File: src/oneshot_ctrl_regs.svh
// Register offsets, field positions and reset values of the one-shot control
`ifndef ONESHOT_CTRL_REGS_SVH
`define ONESHOT_CTRL_REGS_SVH

// Word indices on the Avalon-MM slave (byte address is four times these)
`define OSC_IDX_FORCE_STOP   3'h0
`define OSC_IDX_RELOAD_EN    3'h1
`define OSC_IDX_RELOAD_VAL   3'h2
`define OSC_IDX_STATUS       3'h3
`define OSC_IDX_IRQ_MASK     3'h4

// Field positions
`define OSC_RELOAD_ALLOW_BIT 7
`define OSC_CH2_LSB          8
`define OSC_CH1_LSB          0

// Reset values
`define OSC_FORCE_STOP_RST   16'h0000
`define OSC_RELOAD_EN_RST    8'h00
`define OSC_RELOAD_VAL_RST   16'h0000
`define OSC_STATUS_RST       16'h0000
`define OSC_IRQ_MASK_RST     16'h0000

// Writable bit of the reload enable register; reserved bits 6..0 are masked off
`define OSC_RELOAD_EN_MASK   8'h80

`endif

File: src/oneshot_ctrl_pkg.sv
// Types shared by the one-shot terminate and reload control
package oneshot_ctrl_pkg;

  // One bit per one-shot output, A at bit 0 up to P at bit 15
  typedef logic [15:0] out_mask_t;

  // One bit per output of one trigger group (A..H or I..P)
  typedef logic [7:0] group_mask_t;

  // Avalon slave access phase
  typedef enum logic [0:0] {
    BUS_IDLE,
    BUS_ACK
  } bus_phase_t;

endpackage

File: src/oneshot_terminate_reload_ctrl.sv
// Terminate gating and reload control for sixteen one-shot outputs
//
// Contract
// [RULE_01] Bits 15..8 let channel 2 stop triggers H..A end outputs P..I.
// [RULE_02] Bits 7..0 let channel 1 stop triggers H..A end outputs H..A.
// [RULE_03] A 0 enable bit, as after reset, ignores the trigger; 1 honours it.
// [RULE_04] A forced stop clears start bit and counter, sets the status flag.
// [RULE_05] Reload enable is 8 bits; its bit 7 allows reload of counters I..P.
// [RULE_06] If allowed, a channel 2 start trigger reloads its counter.
// [RULE_07] No reload for a counter unlinked to channel 2 or already counting.
// [RULE_08] Reload enable clears to zero on reset and on either standby entry.
// [RULE_09] Stop enable clears to zero on reset and in either standby mode.
// [RULE_10] Reload enable bits 6..0 read zero; software writes only zero.
// [RULE_11] One shared reload value serves all eight, each on its own trigger.
//
// The Avalon-MM register port and the address map were chosen for this implementation.
`timescale 1ns/1ns
`include "oneshot_ctrl_regs.svh"

module oneshot_terminate_reload_ctrl (
  input  wire logic                      clk,
  input  wire logic                      rst,
  input  wire logic                      hw_standby,
  input  wire logic                      sw_standby,
  // Avalon-MM slave
  input  wire logic [2:0]                avs_address,
  input  wire logic                      avs_read,
  input  wire logic                      avs_write,
  input  wire logic [31:0]               avs_writedata,
  input  wire logic [3:0]                avs_byteenable,
  output      logic [31:0]               avs_readdata,
  output      logic                      avs_waitrequest,
  // Trigger inputs from the compare-match logic
  input  wire oneshot_ctrl_pkg::group_mask_t ch1_stop_trig,
  input  wire oneshot_ctrl_pkg::group_mask_t ch2_stop_trig,
  input  wire oneshot_ctrl_pkg::group_mask_t ch2_start_trig,
  input  wire oneshot_ctrl_pkg::group_mask_t link_ch2,
  input  wire oneshot_ctrl_pkg::out_mask_t   down_count_start_bits,
  // Commands toward the down-counters
  output      oneshot_ctrl_pkg::out_mask_t   start_bit_clr,
  output      oneshot_ctrl_pkg::out_mask_t   counter_clr,
  output      oneshot_ctrl_pkg::group_mask_t reload_load,
  output      logic [15:0]               shared_reload_value,
  output      logic                      irq
);

  // Register state
  oneshot_ctrl_pkg::out_mask_t   force_stop_enable_q;
  logic [7:0]                    reload_enable_q;
  logic [15:0]                   reload_value_q;
  oneshot_ctrl_pkg::out_mask_t   status_q;
  oneshot_ctrl_pkg::out_mask_t   status_d;
  oneshot_ctrl_pkg::out_mask_t   irq_mask_q;

  // Bus slave state
  oneshot_ctrl_pkg::bus_phase_t  phase_q;
  logic                          ack;
  logic                          req;
  logic                          wr_fire;
  logic [31:0]                   rd_mux;
  logic                          wr_force_stop;
  logic                          wr_reload_en;
  logic                          wr_reload_val;
  logic                          wr_status;
  logic                          wr_irq_mask;

  // Termination state
  oneshot_ctrl_pkg::out_mask_t   stop_trig;
  oneshot_ctrl_pkg::out_mask_t   stop_fire;
  oneshot_ctrl_pkg::out_mask_t   stop_q;
  logic                          standby;
  logic                          irq_q;

  // Standby entry clears the enables and reload value like reset does; the interrupt mask stays
  assign standby = hw_standby | sw_standby;

  // Avalon-MM slave: one wait cycle per access

  // A request is seen while idle; ack marks the cycle the master sees it
  assign req     = avs_read | avs_write;
  assign ack     = (phase_q == oneshot_ctrl_pkg::BUS_ACK);
  assign wr_fire = avs_write & ack;

  // Per-register write strobes, decoded once for every writer
  assign wr_force_stop = wr_fire & (avs_address == `OSC_IDX_FORCE_STOP);
  assign wr_reload_en  = wr_fire & (avs_address == `OSC_IDX_RELOAD_EN);
  assign wr_reload_val = wr_fire & (avs_address == `OSC_IDX_RELOAD_VAL);
  assign wr_status     = wr_fire & (avs_address == `OSC_IDX_STATUS);
  assign wr_irq_mask   = wr_fire & (avs_address == `OSC_IDX_IRQ_MASK);

  // Byte-lane merge of a write into an existing half-word
  // Only the low half-word exists, so lanes 2 and 3 are dropped
  function automatic logic [15:0] merge_be(
    input logic [15:0] old_val,
    input logic [15:0] new_val,
    input logic [1:0]  be
  );
    logic [15:0] r;
    r = old_val;
    for (int i = 0; i < 2; i++)
    begin
      if (be[i])
      begin
        r[i*8 +: 8] = new_val[i*8 +: 8];
      end
    end
    return r;
  endfunction

  // Phase of the access; back to idle after the acknowledge edge
  always_ff @(posedge clk)
  begin
    if (rst)
    begin
      phase_q <= oneshot_ctrl_pkg::BUS_IDLE;
    end
    else
    begin
      case (phase_q)
        oneshot_ctrl_pkg::BUS_IDLE:
        begin
          if (req)
          begin
            phase_q <= oneshot_ctrl_pkg::BUS_ACK;
          end
        end
        oneshot_ctrl_pkg::BUS_ACK:
        begin
          phase_q <= oneshot_ctrl_pkg::BUS_IDLE;
        end
        default:
        begin
          phase_q <= oneshot_ctrl_pkg::BUS_IDLE;
        end
      endcase
    end
  end

  // Waitrequest from a flop; low only in the acknowledge cycle
  always_ff @(posedge clk)
  begin
    if (rst)
    begin
      avs_waitrequest <= 1'b1;
    end
    else
    begin
      avs_waitrequest <= ~((phase_q == oneshot_ctrl_pkg::BUS_IDLE) & req);
    end
  end

  // Read data selection; unmapped words read as zero
  always_comb
  begin
    rd_mux = 32'h0000_0000;
    case (avs_address)
      `OSC_IDX_FORCE_STOP:
      begin
        rd_mux = {16'h0000, force_stop_enable_q};
      end
      `OSC_IDX_RELOAD_EN:
      begin
        rd_mux = {24'h00_0000, reload_enable_q}; // [RULE_10]
      end
      `OSC_IDX_RELOAD_VAL:
      begin
        rd_mux = {16'h0000, reload_value_q};
      end
      `OSC_IDX_STATUS:
      begin
        rd_mux = {16'h0000, status_q};
      end
      `OSC_IDX_IRQ_MASK:
      begin
        rd_mux = {16'h0000, irq_mask_q};
      end
      default:
      begin
        rd_mux = 32'h0000_0000;
      end
    endcase
  end

  // Read data is captured one edge early so it stands with waitrequest low
  always_ff @(posedge clk)
  begin
    if (rst)
    begin
      avs_readdata <= 32'h0000_0000;
    end
    else if ((phase_q == oneshot_ctrl_pkg::BUS_IDLE) && avs_read)
    begin
      avs_readdata <= rd_mux;
    end
  end

  // Configuration registers

  // Terminate enables; zero after reset or standby
  always_ff @(posedge clk)
  begin
    if (rst || standby)
    begin
      force_stop_enable_q <= `OSC_FORCE_STOP_RST; // [RULE_09] [RULE_03]
    end
    else if (wr_force_stop)
    begin
      force_stop_enable_q <= merge_be(force_stop_enable_q,
                                      avs_writedata[15:0],
                                      avs_byteenable[1:0]);
    end
  end

  // Reload enable; reserved bits are never stored, so they read zero
  always_ff @(posedge clk)
  begin
    if (rst || standby)
    begin
      reload_enable_q <= `OSC_RELOAD_EN_RST; // [RULE_08]
    end
    else if (wr_reload_en && avs_byteenable[0])
    begin
      reload_enable_q <= avs_writedata[7:0] & `OSC_RELOAD_EN_MASK; // [RULE_10]
    end
  end

  // One reload value for all eight linked counters
  always_ff @(posedge clk)
  begin
    if (rst || standby)
    begin
      reload_value_q <= `OSC_RELOAD_VAL_RST; // [RULE_11]
    end
    else if (wr_reload_val)
    begin
      reload_value_q <= merge_be(reload_value_q,
                                 avs_writedata[15:0],
                                 avs_byteenable[1:0]);
    end
  end

  // Interrupt mask, same layout as the status flags
  always_ff @(posedge clk)
  begin
    if (rst)
    begin
      irq_mask_q <= `OSC_IRQ_MASK_RST;
    end
    else if (wr_irq_mask)
    begin
      irq_mask_q <= merge_be(irq_mask_q,
                             avs_writedata[15:0],
                             avs_byteenable[1:0]);
    end
  end

  // Forced termination

  // Channel 2 triggers feed outputs I..P, channel 1 feeds A..H
  assign stop_trig[15:`OSC_CH2_LSB] = ch2_stop_trig; // [RULE_01]
  assign stop_trig[7:`OSC_CH1_LSB]  = ch1_stop_trig; // [RULE_02]

  // Only a running pulse can be cut short; a disabled bit ignores it
  assign stop_fire = stop_trig & force_stop_enable_q // [RULE_03]
                   & down_count_start_bits;

  // Clear strobes toward start bits and down-counters
  always_ff @(posedge clk)
  begin
    if (rst || standby)
    begin
      stop_q <= '0;
    end
    else
    begin
      stop_q <= stop_fire; // [RULE_04]
    end
  end

  // Both clears share one flop so they can never disagree
  assign start_bit_clr = stop_q;
  assign counter_clr   = stop_q;

  // Sticky status; a new event wins over a write-one clear
  always_comb
  begin
    status_d = status_q;
    if (wr_status)
    begin
      status_d = status_q & ~merge_be(16'h0000, avs_writedata[15:0],
                                      avs_byteenable[1:0]);
    end
    status_d = status_d | stop_fire; // [RULE_04]
  end

  // Status and mask survive standby; only reset clears them
  always_ff @(posedge clk)
  begin
    if (rst)
    begin
      status_q <= `OSC_STATUS_RST;
    end
    else
    begin
      status_q <= status_d;
    end
  end

  // Level interrupt, registered so the pin comes from a flop
  always_ff @(posedge clk)
  begin
    if (rst)
    begin
      irq_q <= 1'b0;
    end
    else
    begin
      irq_q <= |(status_d & irq_mask_q);
    end
  end

  // A mask change reaches the pin one cycle after the write
  assign irq = irq_q;

  // Reload of counters I..P

  // Running state of I..P comes from their start bits
  // Standby also clears the strobe flop inside the gate
  reload_gate #(
    .LANES (8)
  ) u_reload_gate (
    .clk          (clk),
    .rst          (rst),
    .clr          (standby),
    .reload_allow (reload_enable_q[`OSC_RELOAD_ALLOW_BIT]), // [RULE_05]
    .start_trig   (ch2_start_trig),                         // [RULE_06]
    .link_ch2     (link_ch2),                               // [RULE_07]
    .running      (down_count_start_bits[15:`OSC_CH2_LSB]),
    .load_q       (reload_load)
  );

  // Value travels straight from its register
  assign shared_reload_value = reload_value_q; // [RULE_11]

endmodule // oneshot_terminate_reload_ctrl

File: src/reload_gate.sv
// Per-counter reload decision for the channel-2-linked down-counters
`timescale 1ns/1ns

module reload_gate #(
  parameter int LANES = 8
) (
  input  wire logic             clk,
  input  wire logic             rst,
  input  wire logic             clr,
  input  wire logic             reload_allow,
  input  wire logic [LANES-1:0] start_trig,
  input  wire logic [LANES-1:0] link_ch2,
  input  wire logic [LANES-1:0] running,
  output      logic [LANES-1:0] load_q
);

  logic [LANES-1:0] load_d;

  // Each lane decides on its own trigger; no lane waits for another
  always_comb
  begin
    load_d = {LANES{reload_allow}} & start_trig // [RULE_06] [RULE_11]
           & link_ch2 & ~running;              // [RULE_07]
  end

  // One-cycle load strobe toward the down-counter
  always_ff @(posedge clk)
  begin
    if (rst || clr)
    begin
      load_q <= '0;
    end
    else
    begin
      load_q <= load_d;
    end
  end

endmodule // reload_gate
File: config.mk
export PLATFORM = sky130hd
export DESIGN_NAME = oneshot_terminate_reload_ctrl
export DESIGN_NICKNAME = d
export VERILOG_FILES = /design/src/oneshot_ctrl_pkg.sv /design/src/oneshot_terminate_reload_ctrl.sv /design/src/reload_gate.sv
export VERILOG_INCLUDE_DIRS = /design/src
export SDC_FILE = /design/constraint.sdc
export NUM_CORES = 1
export LEC_CHECK = 0
export BUFFER_PORTS_ARGS = -buffer_cell sky130_fd_sc_hd__buf_2
export CORE_MARGIN = 1
export CORE_UTILIZATION = 44
export CTS_CLUSTER_DIAMETER = 80
export CTS_CLUSTER_SIZE = 16
export DETAILED_ROUTE_END_ITERATION = 6
export GPL_TIMING_DRIVEN = 0
export PLACE_DENSITY = 0.82
export SLEW_MARGIN = 20
export SYNTH_ARGS = -nofsm -noshare
export SYNTH_HDL_FRONTEND = slang
export SYNTH_HIERARCHICAL = 1
export SYNTH_SLANG_ARGS = --single-unit
File: constraint.sdc
create_clock -name clk -period 1.7 [get_ports clk]
set_input_delay 0.34 -clock clk [delete_from_list [all_inputs] [get_ports clk]]
set_output_delay 0.34 -clock clk [all_outputs]
set_load 0.03 [all_outputs]
==> metrics <==
Synth Instances 530; CTS root buf clkbuf_8; PD cells 780 nW/um2; initial DRC count 300; final setup vio count 0; delay-heaviest family, CP compound AO/OA/AOI/OAI gates; vias in the first global route 4,282; post-synthesis adder-cell area fraction 0%; synthesis-stage register bit count 108; Mean Syn Cell Area 8.91 um2; core area 10,400 um2; share of the synthesized area in the top cell type 45.8%; Net Sw Frac 25.3%; P_leak 2.49 nW; CTS Buffer Depth 2; P_sw 1.17 mW; CTS tree built; Seq/Total Area, Yosys 45.8%; synth warn 6; CTS Sinks 108; # Post-CTS Setup Buffers 0; Distinct cells, synth 40; WL/cell 16.4 um; XOR/XNOR share of the synthesized area 0%; starting density of the core 45.5%; GPL Wtd Cong 0.885; CP Buf/Inv Count 1; CP max stage delay 380 ps; Data required, critical path 1930 ps; row count 37; worst r2r path cells 6; number of synthesized flops with an enable pin 0; drt drc 0; largest net degree at the start of global routing 19; critical path, cell by cell and3_4, and2_4, buf_6, a31o_1, o2111a_1, a41oi_2; Finished Layout Cells 838; via count 4,461; worst-path maximum fanout 16; grt ovf 0; maximum VDD drop 0.479 mV; post-synthesis compound-gate area fraction 15.0%; Fmax 612 MHz; Syn-to-layout area delta 25.4%; IO Count 183; nets@finish 790; outcome finished, final reports clean; max cap viols 0; Inst Count DP 826; Period minus WS final 1630 ps; CP arrival 1860 ps; mux contribution to synthesized area 10.2%; kind of critical path reg2reg; Vias/cell 5.32; Slew Viols, Final 0; IO buf count 145; ys flop type dfxtp_1; CP max stage cell dfxtp_4; Die Height 106 um; total power 4.62 mW; Worst path depth 6; WHS Path Cells 2; CP Capture Type flip-flop; fraction of layout cells with a size suffix above 1 34.3%; H-tree levels 3; fillers 926; Die Area 11,200 um2; antenna cell count 0; global-route wire length before repair 21.1 mm; GR Util All Layers 24.6%; dominant cell type by area after synthesis dfxtp_1; Clk pwr share 36.9%; synthesized area 4720 um2; Worst Hold Class in2reg; Logic pwr share 8.1%; Simple-Gate Fraction of Synth Area 19.5%; period utilization 96.1%; clk_skew 9.11 ps; CTS clk-pin slew, worst paths 100 ps; TritonCTS buffer count 9; hpwl dp 9.94 mm; Slew HR 55.2%; largest cells by area after synthesis dfxtp_1, mux2i_1, nor2_1; worst skew pair latency 380 ps; hold_buf cts 0; chip width 106 um; Synth async-reset ratio 0%; final WL 13.7 mm; internal power 3.45 mW; Initial DRT Pass Iterations 5; sequential share of power 55.0%; initial antenna violation count 0; Hold Violations, Final 0; RSZ-0062 raised after global routing no; main combinational cell family by area after synthesis simple AND/OR/NAND/NOR gates; crit path launch type flip-flop; Routed Antenna Nets 0; slew of the pin with the lowest slew margin 672 ps
-- routing by layer --
layer	global-route usage, %	up-vias	wire, um
li1	-	2135	-
met1	29.2	2066	5380
met2	41.3	228	6610
met3	6.37	32	1290
met4	12.4	0	442
met5	0	-	0
-- cell usage after synthesis, types with 2 or more instances --
cell type  instances
a21boi_0           2
a21oi_1           48
a22oi_1           31
a31o_2             5
a31oi_1            8
and2_1             6
and2_4             2
and3_1            16
buf_1              2
buf_2             10
buf_4             34
buf_6              6
clkbuf_1          14
dfxtp_1          108
inv_1              3
mux2i_1           47
nand2_1           22
nand2b_1           2
nand3_1           19
nand3b_1           2
nor2_1           101
nor3_2             7
nor3b_2            2
o2111a_1           2
o21ai_0           16
-- path summary, 6_finish.rpt --
| check | endpoint | slack [ps] | startpoint |
|---|---|---|---|
| worst max register to register | irq | 70 | ack |
| worst max-delay path | irq | 70 | ack |
| worst min-delay path | u_reload_gate/load_q[2] | 140 | down_count_start_bits[10] |
| worst min register to register | avs_readdata[7] | 490 | avs_readdata[7] |
-- state kept, by name (all words and copies together), names as in the netlist --
name                  cells
reload_enable_q           1
ack                       1
irq_mask_q               16
counter_clr              16
status_q                 16
avs_readdata             16
irq                       1
force_stop_enable_q      16
shared_reload_value      16
u_reload_gate/load_q      8
avs_waitrequest           1
-- worst reg2reg max path, stage by stage, from the launching register on --
cell and delay (ps):
dfxtp_4 380, and3_4 210, and2_4 140, buf_6 160
a31o_1 230, o2111a_1 250, a41oi_2 130
-- repair_timing --
action,4_1_cts,5_1_grt
pin swaps,2,3
endpoints found under the setup margin,21,11
resized for setup,10,6
-- power by group through the flow --
stage | clock network [mW] | logic [mW] | registers [mW]
after floorplan | 0 | 0.186 | 2.60
after global placement | 0 | 0.358 | 2.60
after detailed placement | 0 | 0.365 | 2.60
after CTS | 1.71 | 0.369 | 2.54
after global routing | 1.81 | 0.399 | 2.54
final | 1.70 | 0.375 | 2.54
-- layout make-up --
| type | instances | area [um2] | area share, % |
|---|---|---|---|
| sequential | 108 | 2170 | 36.6 |
| buffer | 62 | 408 | 6.89 |
| inverter | 3 | 11.3 | 0.190 |
| tap | 136 | 170 | 2.87 |
| clock inverter | 5 | 67.6 | 1.14 |
| multi-input combinational | 368 | 2220 | 37.5 |
| clock buffer | 11 | 151 | 2.56 |
| timing repair buffer | 145 | 726 | 12.3 |
-- kinds of logic (layout without fill, tap and decap cells) --
logic type      Yosys count  in the layout
buf+inv                  69            226
flops                   108            108
other cells               1             16
simple gates            189            189
mux                      48             48
compound gates          115            115
-- metrics by stage --
step	TNS [ps]	util (%)	hold slack [ps]	setup slack (ps)	instance area (um2)
2_1_floorplan	0	-	408	37.3	4780
3_3_place_gp	-17880	54.7	458	-579	5680
3_5_place_dp	-21250	54.7	471	-628	5680
4_1_cts	0	56.9	135	11.1	5900
5_1_grt	0	57.1	136	19.0	5920
6_report	0	57.1	142	65.7	5920
-- placed cells by master, fill, tap and decap left out, types with 14 or more instances in the layout --
cell type | Yosys | layout
nand3_1 | 19 | 19
o21ai_0 | 16 | 16
nand2_1 | 22 | 22
a22oi_1 | 31 | 31
mux2i_1 | 47 | 47
and3_1 | 16 | 14
a21oi_1 | 48 | 48
buf_4 | 34 | 35
nor2_1 | 101 | 101
dfxtp_1 | 108 | 107
conb_1 | 1 | 16
buf_2 | 10 | 155
No activity file was read; power rests on OpenSTA's default activity.
